==> src/rtl/dpsr_regs.svh <==
`ifndef DPSR_REGS_SVH
`define DPSR_REGS_SVH

// Register addresses.
`define DPSR_DAC_ROUTE_ADDR 8'h11
`define DPSR_PDM_ROUTE_ADDR 8'h12

// Reset values.
`define DPSR_DAC_ROUTE_RESET 8'h10
`define DPSR_PDM_ROUTE_RESET 8'h32

// Field positions inside each routing register.
`define DPSR_CH1_LSB 4
`define DPSR_CH0_LSB 0
`define DPSR_FIELD_W 4

// Source select codes.
`define DPSR_SRC_CORE0 4'h0
`define DPSR_SRC_CORE1 4'h1
`define DPSR_SRC_CORE2 4'h2
`define DPSR_SRC_CORE3 4'h3
`define DPSR_SRC_ASRC0 4'hC
`define DPSR_SRC_ASRC1 4'hD

// Value returned on an unmapped read.
`define DPSR_UNMAPPED_READ 8'h00

`endif

==> src/rtl/dpsr_pkg.sv <==
package dpsr_pkg;

   typedef logic [3:0] dpsr_sel_t;
   typedef logic [7:0] dpsr_reg_t;

endpackage

==> src/rtl/dpsr_top.sv <==
// Summary of operation
// - DAC register bits 7:4 pick DAC channel 1 source, reset 0x1.
// - DAC register bits 3:0 pick DAC channel 0 source, reset 0x0.
// - New DAC selects take effect only while core run enable is low.
// - PDM register bits 7:4 pick PDM channel 1 source, reset 0x3.
// - PDM register bits 3:0 pick PDM channel 0 source, reset 0x2.
// - PDM register lives at 0x12, read/write, resets to 0x32.
`timescale 1ns/1ps
`include "dpsr_regs.svh"

module dpsr_top #(
   parameter int SAMPLE_W = 24
) (
   input wire logic ref_clk,
   input wire logic reset,
   input wire logic [7:0] regAddr,
   input wire logic [7:0] regWrData,
   input wire logic regWrite,
   input wire logic regRead,
   output logic [7:0] regRdData,
   input wire logic coreRunEnable,
   input wire logic [SAMPLE_W-1:0] coreOut0,
   input wire logic [SAMPLE_W-1:0] coreOut1,
   input wire logic [SAMPLE_W-1:0] coreOut2,
   input wire logic [SAMPLE_W-1:0] coreOut3,
   input wire logic [SAMPLE_W-1:0] asrcIn0,
   input wire logic [SAMPLE_W-1:0] asrcIn1,
   input wire logic coreOut0Valid,
   input wire logic coreOut1Valid,
   input wire logic coreOut2Valid,
   input wire logic coreOut3Valid,
   input wire logic asrcIn0Valid,
   input wire logic asrcIn1Valid,
   output logic [SAMPLE_W-1:0] dac0Sample,
   output logic dac0Valid,
   output logic [SAMPLE_W-1:0] dac1Sample,
   output logic dac1Valid,
   output logic [SAMPLE_W-1:0] pdm0Sample,
   output logic pdm0Valid,
   output logic [SAMPLE_W-1:0] pdm1Sample,
   output logic pdm1Valid,
   output logic [3:0] badSelect,
   output logic dacRoutePending
);

   dpsr_pkg::dpsr_reg_t dacStored;
   dpsr_pkg::dpsr_reg_t dacEffective;
   dpsr_pkg::dpsr_reg_t pdmStored;
   dpsr_pkg::dpsr_reg_t pdmEffective;
   logic dacWrite;
   logic pdmWrite;
   logic [6*SAMPLE_W-1:0] srcData;
   logic [5:0] srcValid;
   logic [7:0] next_regRdData;
   logic next_dacRoutePending;

   // Field extraction shared by all four channel selects.
   function automatic dpsr_pkg::dpsr_sel_t fieldOf(
      input dpsr_pkg::dpsr_reg_t value,
      input bit upper
   );
      if (upper) begin
         fieldOf = value[`DPSR_CH1_LSB +: `DPSR_FIELD_W];
      end else begin
         fieldOf = value[`DPSR_CH0_LSB +: `DPSR_FIELD_W];
      end
   endfunction

   assign dacWrite = regWrite && (regAddr == `DPSR_DAC_ROUTE_ADDR);
   assign pdmWrite = regWrite && (regAddr == `DPSR_PDM_ROUTE_ADDR);

   // Slot order must match the slot numbers in the source mux.
   assign srcData = {asrcIn1, asrcIn0, coreOut3, coreOut2, coreOut1, coreOut0};
   assign srcValid = {asrcIn1Valid, asrcIn0Valid, coreOut3Valid,
                      coreOut2Valid, coreOut1Valid, coreOut0Valid};

   // The DAC register keeps software's value readable at once, but the
   // selection that reaches the DACs is frozen while the core executes, so
   // a careless write cannot switch sources mid-stream.
   dpsr_route_reg #(
      .RESET_VAL(`DPSR_DAC_ROUTE_RESET),
      .GATED(1'b1)
   ) dacRoute (
      .ref_clk(ref_clk),
      .reset(reset),
      .wrEn(dacWrite),
      .wrData(regWrData),
      .hold(coreRunEnable),
      .stored(dacStored),
      .effective(dacEffective)
   );

   dpsr_route_reg #(
      .RESET_VAL(`DPSR_PDM_ROUTE_RESET),
      .GATED(1'b0)
   ) pdmRoute (
      .ref_clk(ref_clk),
      .reset(reset),
      .wrEn(pdmWrite),
      .wrData(regWrData),
      .hold(1'b0),
      .stored(pdmStored),
      .effective(pdmEffective)
   );

   dpsr_source_mux #(
      .SAMPLE_W(SAMPLE_W)
   ) dac0Mux (
      .ref_clk(ref_clk),
      .reset(reset),
      .sel(fieldOf(dacEffective, 1'b0)),
      .srcData(srcData),
      .srcValid(srcValid),
      .outData(dac0Sample),
      .outValid(dac0Valid),
      .badSelect(badSelect[0])
   );

   dpsr_source_mux #(
      .SAMPLE_W(SAMPLE_W)
   ) dac1Mux (
      .ref_clk(ref_clk),
      .reset(reset),
      .sel(fieldOf(dacEffective, 1'b1)),
      .srcData(srcData),
      .srcValid(srcValid),
      .outData(dac1Sample),
      .outValid(dac1Valid),
      .badSelect(badSelect[1])
   );

   dpsr_source_mux #(
      .SAMPLE_W(SAMPLE_W)
   ) pdm0Mux (
      .ref_clk(ref_clk),
      .reset(reset),
      .sel(fieldOf(pdmEffective, 1'b0)),
      .srcData(srcData),
      .srcValid(srcValid),
      .outData(pdm0Sample),
      .outValid(pdm0Valid),
      .badSelect(badSelect[2])
   );

   dpsr_source_mux #(
      .SAMPLE_W(SAMPLE_W)
   ) pdm1Mux (
      .ref_clk(ref_clk),
      .reset(reset),
      .sel(fieldOf(pdmEffective, 1'b1)),
      .srcData(srcData),
      .srcValid(srcValid),
      .outData(pdm1Sample),
      .outValid(pdm1Valid),
      .badSelect(badSelect[3])
   );

   // Read data stands only in the cycle after the strobe and is zero
   // otherwise, so a stale value can never be mistaken for an answer.
   always_comb begin
      next_regRdData = 8'h00;
      if (regRead) begin
         if (regAddr == `DPSR_DAC_ROUTE_ADDR) begin
            next_regRdData = dacStored;
         end else if (regAddr == `DPSR_PDM_ROUTE_ADDR) begin
            next_regRdData = pdmStored;
         end else begin
            next_regRdData = `DPSR_UNMAPPED_READ;
         end
      end
      next_dacRoutePending = (dacStored != dacEffective) || (dacWrite && coreRunEnable
                             && (regWrData != dacEffective));
   end

   always_ff @(posedge ref_clk) begin
      if (reset) begin
         regRdData <= 8'h00;
         dacRoutePending <= 1'b0;
      end else begin
         regRdData <= next_regRdData;
         dacRoutePending <= next_dacRoutePending;
      end
   end

endmodule

==> src/rtl/dpsr_route_reg.sv <==
`timescale 1ns/1ps
`include "dpsr_regs.svh"

// One 8-bit routing register. The stored value is what software reads back.
// The effective value drives the source muxes; when GATED is set it only
// follows the stored value while the hold input is low.
module dpsr_route_reg #(
   parameter dpsr_pkg::dpsr_reg_t RESET_VAL = 8'h00,
   parameter bit GATED = 1'b0
) (
   input wire logic ref_clk,
   input wire logic reset,
   input wire logic wrEn,
   input wire dpsr_pkg::dpsr_reg_t wrData,
   input wire logic hold,
   output dpsr_pkg::dpsr_reg_t stored,
   output dpsr_pkg::dpsr_reg_t effective
);

   dpsr_pkg::dpsr_reg_t next_stored;
   dpsr_pkg::dpsr_reg_t next_effective;

   always_comb begin
      next_stored = wrEn ? wrData : stored;
      // A write made while held stays pending and lands when the hold drops.
      if (GATED && hold) begin
         next_effective = effective;
      end else begin
         next_effective = next_stored;
      end
   end

   always_ff @(posedge ref_clk) begin
      if (reset) begin
         stored <= RESET_VAL;
         effective <= RESET_VAL;
      end else begin
         stored <= next_stored;
         effective <= next_effective;
      end
   end

endmodule

==> src/rtl/dpsr_source_mux.sv <==
`timescale 1ns/1ps
`include "dpsr_regs.svh"

// Registered six-way sample selector for one output channel.
module dpsr_source_mux #(
   parameter int SAMPLE_W = 24
) (
   input wire logic ref_clk,
   input wire logic reset,
   input wire dpsr_pkg::dpsr_sel_t sel,
   input wire logic [6*SAMPLE_W-1:0] srcData,
   input wire logic [5:0] srcValid,
   output logic [SAMPLE_W-1:0] outData,
   output logic outValid,
   output logic badSelect
);

   logic [SAMPLE_W-1:0] next_outData;
   logic next_outValid;
   logic next_badSelect;

   // Maps a select code to a source slot; slot 6 means no source.
   function automatic logic [2:0] slotOf(input dpsr_pkg::dpsr_sel_t code);
      unique case (code)
         `DPSR_SRC_CORE0: slotOf = 3'h0;
         `DPSR_SRC_CORE1: slotOf = 3'h1;
         `DPSR_SRC_CORE2: slotOf = 3'h2;
         `DPSR_SRC_CORE3: slotOf = 3'h3;
         `DPSR_SRC_ASRC0: slotOf = 3'h4;
         `DPSR_SRC_ASRC1: slotOf = 3'h5;
         default: slotOf = 3'h6;
      endcase
   endfunction

   always_comb begin
      logic [2:0] slot;
      slot = slotOf(sel);
      // Reserved codes feed silence rather than an arbitrary source.
      if (slot == 3'h6) begin
         next_outData = '0;
         next_outValid = 1'b0;
         next_badSelect = 1'b1;
      end else begin
         next_outData = srcData[slot*SAMPLE_W +: SAMPLE_W];
         next_outValid = srcValid[slot];
         next_badSelect = 1'b0;
      end
   end

   always_ff @(posedge ref_clk) begin
      if (reset) begin
         outData <= '0;
         outValid <= 1'b0;
         badSelect <= 1'b0;
      end else begin
         outData <= next_outData;
         outValid <= next_outValid;
         badSelect <= next_badSelect;
      end
   end

endmodule

==> config.mk <==
export PLATFORM = sky130hd
export DESIGN_NAME = dpsr_top
export DESIGN_NICKNAME = d
export VERILOG_FILES = /design/src/rtl/dpsr_pkg.sv /design/src/rtl/dpsr_top.sv /design/src/rtl/dpsr_route_reg.sv /design/src/rtl/dpsr_source_mux.sv
export VERILOG_INCLUDE_DIRS = /design/src /design/src/rtl
export SDC_FILE = /design/constraint.sdc
export NUM_CORES = 1
export LEC_CHECK = 0
export ABC_AREA = 1
export BUFFER_PORTS_ARGS = -buffer_cell sky130_fd_sc_hd__clkbuf_2
export CAP_MARGIN = 20
export CORE_MARGIN = 4
export CORE_UTILIZATION = 35
export CTS_CLUSTER_DIAMETER = 80
export DETAILED_ROUTE_END_ITERATION = 6
export PLACE_DENSITY = 0.67
export SLEW_MARGIN = 20
export SYNTH_ARGS = -nofsm -noshare
export SYNTH_HDL_FRONTEND = slang
export SYNTH_HIERARCHICAL = 1
export SYNTH_SLANG_ARGS = --single-unit
export TNS_END_PERCENT = 1
==> constraint.sdc <==
create_clock -name ref_clk -period 1.49 [get_ports ref_clk]
set_clock_uncertainty 0.05 [all_clocks]
set_input_delay 0.0745 -clock ref_clk [delete_from_list [all_inputs] [get_ports ref_clk]]
set_output_delay 0.0745 -clock ref_clk [all_outputs]
set_load 0.1 [all_outputs]
### After elaboration in Yosys (flattened, before gate mapping)

Index checks and enable logic that the tools add are counted.

| storage, ports and cells | value |
|---|---|
| output and inout bits | 113 |
| memory bits (read-only) | 0 |
| flip-flop bits (word level) | 137 |
| input port bits | 171 |
| RAM bits | 0 |
| bits in latches | 0 |
| word-level logic and storage cells | 91 |
| memories kept | 0 |

| cells by class | value |
|---|---|
| add/sub/neg operators | 0 |
| mux-type cells | 19 |
| eq/ne operators | 28 |
| shifts and indexed selects | 4 |
| divide/modulo/power cells | 0 |
| order comparisons | 4 |
| reduce and logical (&&, ||, !) cells | 14 |
| bitwise logic cells | 1 |
| $mul | 4 |

Operators by type and width:

| operator | number |
|---|---|
| $shiftx 144x9->24 | 4 |
| $pmux 3 s6 | 4 |
| $eq 4x2->1 const B | 8 |
| $eq 4x4->1 const B | 8 |
| $mux 8 | 3 |
| $mul 3x2->5 const B | 4 |
| $eq 4x1->1 const B | 4 |
| $eq 8x5->1 const B | 2 |
| $logic_not 4->1 | 4 |
| $lt 3x4->1 const B | 4 |
| $ne 8x8->1 | 2 |
| $bmux 1 s3 | 4 |
| $eq 3x3->1 const B | 4 |
| $reduce_or 2->1 | 5 |
| $mux 1 | 8 |
| $logic_and 1x1->1 | 4 |
| $logic_or 1x1->1 | 1 |
| $not 1->1 | 1 |

### Logic depth before layout (Yosys ltp)

Gate-level depths: netlist of run 1.

| logic depth | value |
|---|---|
| word-level depth | 5 |
| depth in mapped cells | 11 |
| mapped depth without buffers | 10 |

### By module

The synthesis of run 1 kept the hierarchy.

Modules (own cells, without submodules):

| module | cells each | times used | area each (um^2) | sequential area each (um^2) |
|---|---|---|---|---|
| dpsr_source_mux | 469 | 4 | 2421.1 | 520.5 |
| dpsr_top | 112 | 1 | 661.9 | 180.2 |
| dpsr_route_reg (dacRoute) | 86 | 1 | 651.9 | 320.3 |
| dpsr_route_reg (pdmRoute) | 53 | 1 | 370.4 | 160.2 |

### Least setup slack after synthesis of run 1

No wires, ideal clock.

| timing | value |
|---|---|
| path kind | register to register |
| start point | register dacRoute.effective[7] |
| end point | register dac1Mux.outData[0] |
| cell stages (with the launch flop) | 11 |
| buffers on the path | 2 |
| setup slack | -96 ps |
| period minus slack after synthesis | 1586 ps |
| setup time | 70 ps |
| required time | 1370 ps |
| arrival time | 1465 ps |
| cells stage by stage | dfxtp_1 -> nand3_2 -> nand2_4 -> nand2_2 -> buf_6 -> buf_2 -> nand2_1 -> nand3_1 -> nand2_1 -> nand2_1 -> a21oi_1 |

| between the ends | value |
|---|---|
| longest elaborated chain between the ends | 4 |
| elaborated cells between the ends (all ways) | 11 |
| those cells by class | mul (1); eq/ne (6); shift (1); mux (1); reduce/logical (2) |

Ends and longest elaborated chain:

| element | RTL line | text |
|---|---|---|
| start: declaration | dpsr_route_reg.sv:17 | `output dpsr_pkg::dpsr_reg_t effective` |
| start signal: assignment | dpsr_route_reg.sv:39 | `effective <= next_effective;` |
| $eq 4x4->1 (tied with other cells) | dpsr_source_mux.sv:24 | `unique case (code)` |
| $pmux 3 s6 * | dpsr_source_mux.sv:24 |  |
| $mul 3x2->5 / $eq 3x3->1 (equally long branches) | dpsr_source_mux.sv:44, dpsr_source_mux.sv:39 |  |
| $shiftx 144x9->24 / $reduce_or 2->1 (equally long branches) | -- |  |
| end signal: assignment | dpsr_source_mux.sv:56 | `outData <= next_outData;` |
| end: declaration | dpsr_source_mux.sv:13 | `output logic [SAMPLE_W-1:0] outData,` |

Every way passes the cells marked *; elsewhere a longest branch is shown, timed or not.
A chain may end at the register's enable or synchronous reset.

### Final worst setup path of run 1

| timing | value |
|---|---|
| start point | register dacRoute.effective[7] |
| end point | register dac1Mux.outData[11] |

The elaborated chain is that of the path after synthesis.

==> reports/metrics.cfg, run 1 <==
[routing]
drc=0
dr.pass1.iters=6
dr_total_vias=15030
wire_per_inst_um=17.93
postRouteAntennaNets=0
first_iter_violations=1812
routed_via_density=5.138
wl_mm=52.43

[logic_synthesis]
syn-num-nets=2297
synth_warnings=6
netlist_instances=2126
syn_area_per_cell_sq_um=5.346
netlist_area_sq_um=11360

[clocking]
root_buffer=clkbuf_16
cts_buffer_depth=2
cts.sinks=137
cts_buffers=17
cts_htree_levels=4
cts_tree=built
path_clk_slew_ns=0.06
insertion_delay_ns=0.44

[critical_path]
crit_chain=nor2_4, inv_4, nand2_8, nand2_4, buf_12, buf_12, nand2_1, nand3_1, nand2_1, nand2_1, a21oi_1
timing.rr.start=dacRoute/effective[7]
worstSetupPathType=reg2reg
cpMostUsedCell=nand2_1
slowest_stage=dfxtp_2
reg2reg_depth=11
start_kind=register
crit_arrival_ns=1.92
worst-path-max-fanout=22
worst-path-buf-inv=3
r2r_setup_slack_ns=-0.11
timing.rr.end=dac1Mux/outData[11]
worstPathRequired_ns=1.81
endpoint_kind=register
critical_path.top_delay_family=simple AND/OR/NAND/NOR gates
cpPeakStageDelay_ns=0.35

[floorplan]
fp.dieH_um=188.2
io-pin-count=284
die_x_um=188.2
dieArea_sq_um=35420
start_util_pct=35.74
coreArea_sq_um=31800
rows=65

[global_route]
grt_max_degree=66
grt_pass1_vias=14360
grt_pass1_wl_mm=80.39
grt_overflow=0
antenna_found_initial=7
grtUsageTotal_pct=28.54

[power]
p_sw_uw=5288
combPwrFrac_pct=36.0
internal_power_uw=8004
p_leak_uw=0.009257
pwr-share-seq_pct=29.9
ir_drop_mv=0.8332
swShare_pct=39.78
p_per_area_nw_per_um2=837.5
finalPower_uw=13290
clkPwrFrac_pct=34.1

[cells_and_area]
fin_util_pct=49.91
finalNetCount=2644
syn_to_final_growth_pct=39.65
drive_above_1_share_pct=22.82
postLayoutCellArea_sq_um=15870

[sta]
fmax_mhz=625.7
post-route-period-util_pct=107.3
period_needed_ns=1.598
setup_viol=79
rsz0062_at_grt=true
slew_headroom_pct=61.50
report.final.slew_viol_count=0
tightest_slew_ns=0.5800
worst_slack_ns=-0.1081
hold_viol=0

[placed_design]
dpl.hpwl_mm=35.97
place_congestion=0.9331
postPlaceCellArea_sq_um=14050
place_ws_ns=-0.1538
port_buffers=283

[worst_hold_path]
min_from=asrcIn0[15]
min_path_cells=5
hold_class=in2reg
min_to=pdm1Mux/outData[15]

[status]
violations=setup timing
status=complete, but fails checks

[flow_run]
maxCapViolations=0

## through the flow
| stage | std cells | hold WS [ns] | TNS [ns] |
|---|---|---|---|
| 6_report | 2925 | 0.02220 | -4.064 |
| 5_1_grt | 2924 | 0.04255 | -11.08 |
| 4_1_cts | 2914 | 0.002980 | -3.088 |
| 3_5_place_dp | 2817 | 0.3171 | -7.497 |
| 3_3_place_gp | 2817 | 0.3105 | -4.519 |
| 2_1_floorplan | 2126 | 0.09357 | -1.039 |
## layout by cell type, fill, tap and decap left out, drive strengths merged
cell type    instances
bufinv               3
o21ai              104
buf                127
nand3              417
xnor2                3
clkinv               3
or2                  1
nor2               229
xor2                 7
inv                458
nor3                 2
nand2              502
clkinvlp             4
a21oi              128
clkbuf             305
dlygate4sd3         54
a21o                 1
dfxtp              137
diode                5
## per-layer routing
layer  GRT usage (%)  part of all wire (%)
met3           6.595                    10
met5               0                 0.076
met2           46.49                    47
met4           13.41                   4.5
met1           35.79                    39
## worst register-to-register path, delay by kind of cell, from the launching register on
family | cells | cell delay [ns]
AOI/OAI and AO/OA | 1 | 0.14
buffers and inverters | 3 | 0.41
DFF | 1 | 0.35
and+or+nand+nor | 7 | 0.57
## power groups by stage
stage	clock network, uW	logic (uW)	registers (uW)
after floorplan	0	1430	5530
after global placement	0	4300	4060
after detailed placement	0	4340	4060
after CTS	4560	4660	3970
after global routing	4740	5100	3990
final	4540	4780	3970
## sequential cells by signal, indices dropped and copies added (netlist names), 8 cells and up
signal and count:
pdmRoute/effective 8, dac1Mux/outData 24, dacRoute/effective 8, pdm0Mux/outData 24
pdm1Mux/outData 24, dacRoute/stored 8, regRdData 8, dac0Mux/outData 24
## worst max-delay path by stage
stage / from / endpoint / slack [ns] / cells after the start
2_1_floorplan: dacRoute/effective[5] / dac1Mux/outData[3] / -0.02 / 11
3_3_place_gp: pdmRoute/effective[7] / pdm1Mux/outData[7] / -0.14 / 9
5_1_grt: dacRoute/effective[2] / dac0Mux/outData[7] / -0.18 / 9
3_5_place_dp: pdmRoute/effective[7] / pdm1Mux/outData[7] / -0.15 / 9
4_1_cts: pdmRoute/effective[2] / pdm0Mux/outData[8] / -0.09 / 9
6_report: dacRoute/effective[7] / dac1Mux/outData[11] / -0.11 / 11
## timing repair
item | in CTS | in global routing
hold buffers | 54 | 0
pin swaps | 12 | 10
endpoints found under the hold margin | 113 | 0
resized for setup | 60 | 59
setup buffers | 9 | 6
gates cloned | 3 | 1
setup endpoints to repair | 96 | 118
## layout make-up
type / count / area (sq um)
fillers: 3276 / 15930
multi-input cells: 1394 / 6648
repair buffers: 465 / 3538
flip-flops and latches: 137 / 2781
inverters: 458 / 1732
well taps: 435 / 544.3
clock buffers: 21 / 471.7
clock inverters: 10 / 142.6
diodes: 5 / 12.51
(Power assumes the default switching activity.)
==> run 2, diff against run 1 <==
--- a/config.mk
+++ b/config.mk
@@ -8,4 +8,5 @@
 export LEC_CHECK = 0
 export ABC_AREA = 1
+export ABC_CLOCK_PERIOD_IN_PS = 1490
 export BUFFER_PORTS_ARGS = -buffer_cell sky130_fd_sc_hd__clkbuf_2
 export CAP_MARGIN = 20
==> constraint.sdc (replaced) <==
create_clock -name ref_clk -period 1.49 [get_ports ref_clk]
set_clock_uncertainty 0.05 [all_clocks]
set_input_delay 0.2235 -clock ref_clk [delete_from_list [all_inputs] [get_ports ref_clk]]
set_output_delay 0.2235 -clock ref_clk [all_outputs]
set_load 0.1 [all_outputs]
==> reports/metrics.cfg, run 2 (synthesized netlist as in run 1, its figures left out) <==
[critical_path]
r2r_setup_slack_ns=-0.18  ; was -0.11 ns
worst-path-max-fanout=4  ; was 22
worstPathRequired_ns=1.81  ; about the same
timing.rr.end=pdm0Mux/outValid  ; was dac1Mux/outData[11]
worst-path-buf-inv=4  ; was 3
worstSetupEndpoint=pdm0Mux/outValid  ; was dac1Mux/outData[11]
cpMostUsedCell=nand2_1  ; unchanged
slowest_stage=dfxtp_4  ; was dfxtp_2
reg2reg_depth=10  ; was 11
timing.rr.start=pdmRoute/effective[3]  ; was dacRoute/effective[7]
critical_path.top_delay_family=buffers and inverters  ; was simple AND/OR/NAND/NOR gates
crit_arrival_ns=1.99  ; was 1.92 ns
start_kind=register  ; unchanged
path_depth=10  ; was 11
crit_chain=nor2_4, inv_4, buf_6, a21oi_4, buf_12, buf_4, nand3_1, nand2_1, nand2_1, a21oi_2  ; was nor2_4, inv_4, nand2_8, nand2_4, buf_12, buf_12, nand2_1, nand3_1, nand2_1, nand2_1, a21oi_1
worstSetupPathType=reg2reg  ; unchanged
endpoint_kind=register  ; unchanged
crit_path_start=pdmRoute/effective[3]  ; was dacRoute/effective[7]
cpPeakStageDelay_ns=0.37  ; was 0.35 ns

[floorplan]
rows=65  ; unchanged
start_util_pct=35.74  ; unchanged
coreArea_sq_um=31800  ; unchanged
die_x_um=188.2  ; unchanged
fp.dieH_um=188.2  ; unchanged
io-pin-count=284  ; unchanged
dieArea_sq_um=35420  ; unchanged

[cells_and_area]
fin_util_pct=48.92  ; was 49.91%
final_common_cell=nand2_1  ; unchanged
finalNetCount=2585  ; was 2,644
postLayoutCellArea_sq_um=15560  ; was 15,870 sq um
final_cell_mix=nand2_1, inv_1, nand3_1  ; unchanged
syn_to_final_growth_pct=36.88  ; was 39.65%
drive_above_1_share_pct=23.53  ; was 22.82%

[routing]
drc=0  ; unchanged
dr_total_vias=14910  ; was 15,030
first_iter_violations=1646  ; was 1,812
postRouteAntennaNets=0  ; unchanged
wl_mm=51.81  ; was 52.43 mm
wire_per_inst_um=18.08  ; was 17.93 um
routed_via_density=5.204  ; was 5.138
dr.pass1.iters=6  ; unchanged

[clocking]
path_clk_slew_ns=0.06  ; about the same
cts_htree_levels=4  ; unchanged
cts.sinks=137  ; unchanged
cts_tree=built  ; unchanged
cts_buffers=17  ; unchanged
insertion_delay_ns=0.44  ; about the same
cts_buffer_depth=2  ; unchanged
root_buffer=clkbuf_16  ; unchanged

[placed_design]
dpl.hpwl_mm=35.88  ; was 35.97 mm
postPlaceCellArea_sq_um=14130  ; was 14,050 sq um
place_congestion=0.9455  ; was 0.9331
port_buffers=283  ; unchanged

[sta]
fmax_mhz=598.8  ; was 625.7 MHz
tightest_slew_ns=0.5501  ; was 0.5800 ns
slew_headroom_pct=63.49  ; was 61.50%
hold_viol=0  ; unchanged
report.final.slew_viol_count=0  ; unchanged
post-route-period-util_pct=112.1  ; was 107.3%
worst_slack_ns=-0.1799  ; was -0.1081 ns
period_needed_ns=1.670  ; was 1.598 ns
setup_viol=69  ; was 79
rsz0062_at_grt=true  ; unchanged

[global_route]
top_usage_layer=met2  ; unchanged
grt_pass1_wl_mm=76.68  ; was 80.39 mm
met3_usage_pct=5.039  ; was 6.595%
antenna_found_initial=5  ; was 7
grt_use_met1_pct=35.10  ; was 35.79%
use_met2_pct=43.54  ; was 46.49%
grt_pass1_vias=13700  ; was 14,360
grt_max_degree=66  ; unchanged
grtUsageTotal_pct=27.30  ; was 28.54%
grt_overflow=0  ; unchanged

[worst_hold_path]
min_from=regWrData[5]  ; was asrcIn0[15]
hold_class=in2reg  ; unchanged

[power]
p_per_area_nw_per_um2=833.6  ; was 837.5 nW/um^2
ir_drop_mv=0.8328  ; was 0.8332 mV
p_leak_uw=0.009084  ; was 0.009257 uW

[status]
violations=setup timing  ; unchanged
status=complete, but fails checks  ; unchanged

[flow_run]
maxCapViolations=0  ; unchanged

[run 2: cell count changes in the layout (fill, tap and decap cells not counted), sizes merged]
cell and delta:
clkinv +1, clkbuf -66, buf +62, diode -2
dlygate4sd3 -54, bufinv -1
[run 2: how the worst min path moves through the flow]
| stage | cells past startpoint | endpoint |
|---|---|---|
| 6_report | 3 | pdmRoute/effective[5] |
| 2_1_floorplan | 1 | dacRoutePending |
| 5_1_grt | 3 | pdmRoute/effective[4] |
| 3_3_place_gp | 2 | regRdData[0] |
| 4_1_cts | 3 | pdmRoute/effective[5] |
| 3_5_place_dp | 2 | regRdData[6] |
[run 2: final cells by class]
cell class	instances	area, sq um
clock inverters	10	117.6
well taps	435	544.3
flip-flops and latches	137	2783
multi-input cells	1394	6721
inverters	458	1732
repair buffers	406	3176
fillers	3298	16240
clock buffers	22	475.5
diodes	3	7.507
[run 2: power by group]
part	switching [uW]	total (uW)	internal (uW)	leakage, uW
Clock	1770	4380	2610	0.000277
Sequential	105	3970	3870	0.00113
Combinational	3350	4610	1270	0.00767
Total	5220	13000	7740	0.00908
[run 2: tightest hold or removal path, stage by stage]
cell	delay, ns
clkbuf_2	0.13
nand2_1	0.05
nand3_1	0.06
[run 2: repair_timing]
action | in CTS | in global routing
resized for setup | 83 | 143
pin swaps | 7 | 30
hold buffers | 0 | 0
buffers inserted | 3 | 8
hold endpoints to repair | 0 | 0
cloned | 1 | 3
setup endpoints to repair | 132 | 148
[run 2: layer usage]
| layer | share of wire (%) | vias up | wire (um) |
|---|---|---|---|
| li1 | - | 7056 | - |
| met1 | 39 | 6659 | 20290 |
| met5 | 0.046 | - | 24 |
| met3 | 10 | 206 | 5411 |
| met2 | 45 | 984 | 23440 |
| met4 | 5.1 | 4 | 2644 |
[run 2: per-stage QoR]
stage / total power [uW] / setup slack (ns) / TNS (ns) / cells / hold WS (ns)
final: 12970 / -0.1799 / -5.106 / 2865 / 0.01217
after global placement: 8389 / -0.1822 / -3.346 / 2815 / 0.4480
after floorplan: 6959 / -0.02346 / -1.039 / 2126 / 0.2426
after CTS: 12840 / -0.09935 / -2.477 / 2851 / 0.001709
after global routing: 13460 / -0.2212 / -12.29 / 2865 / 0.03652
after detailed placement: 8424 / -0.1824 / -6.455 / 2815 / 0.4445
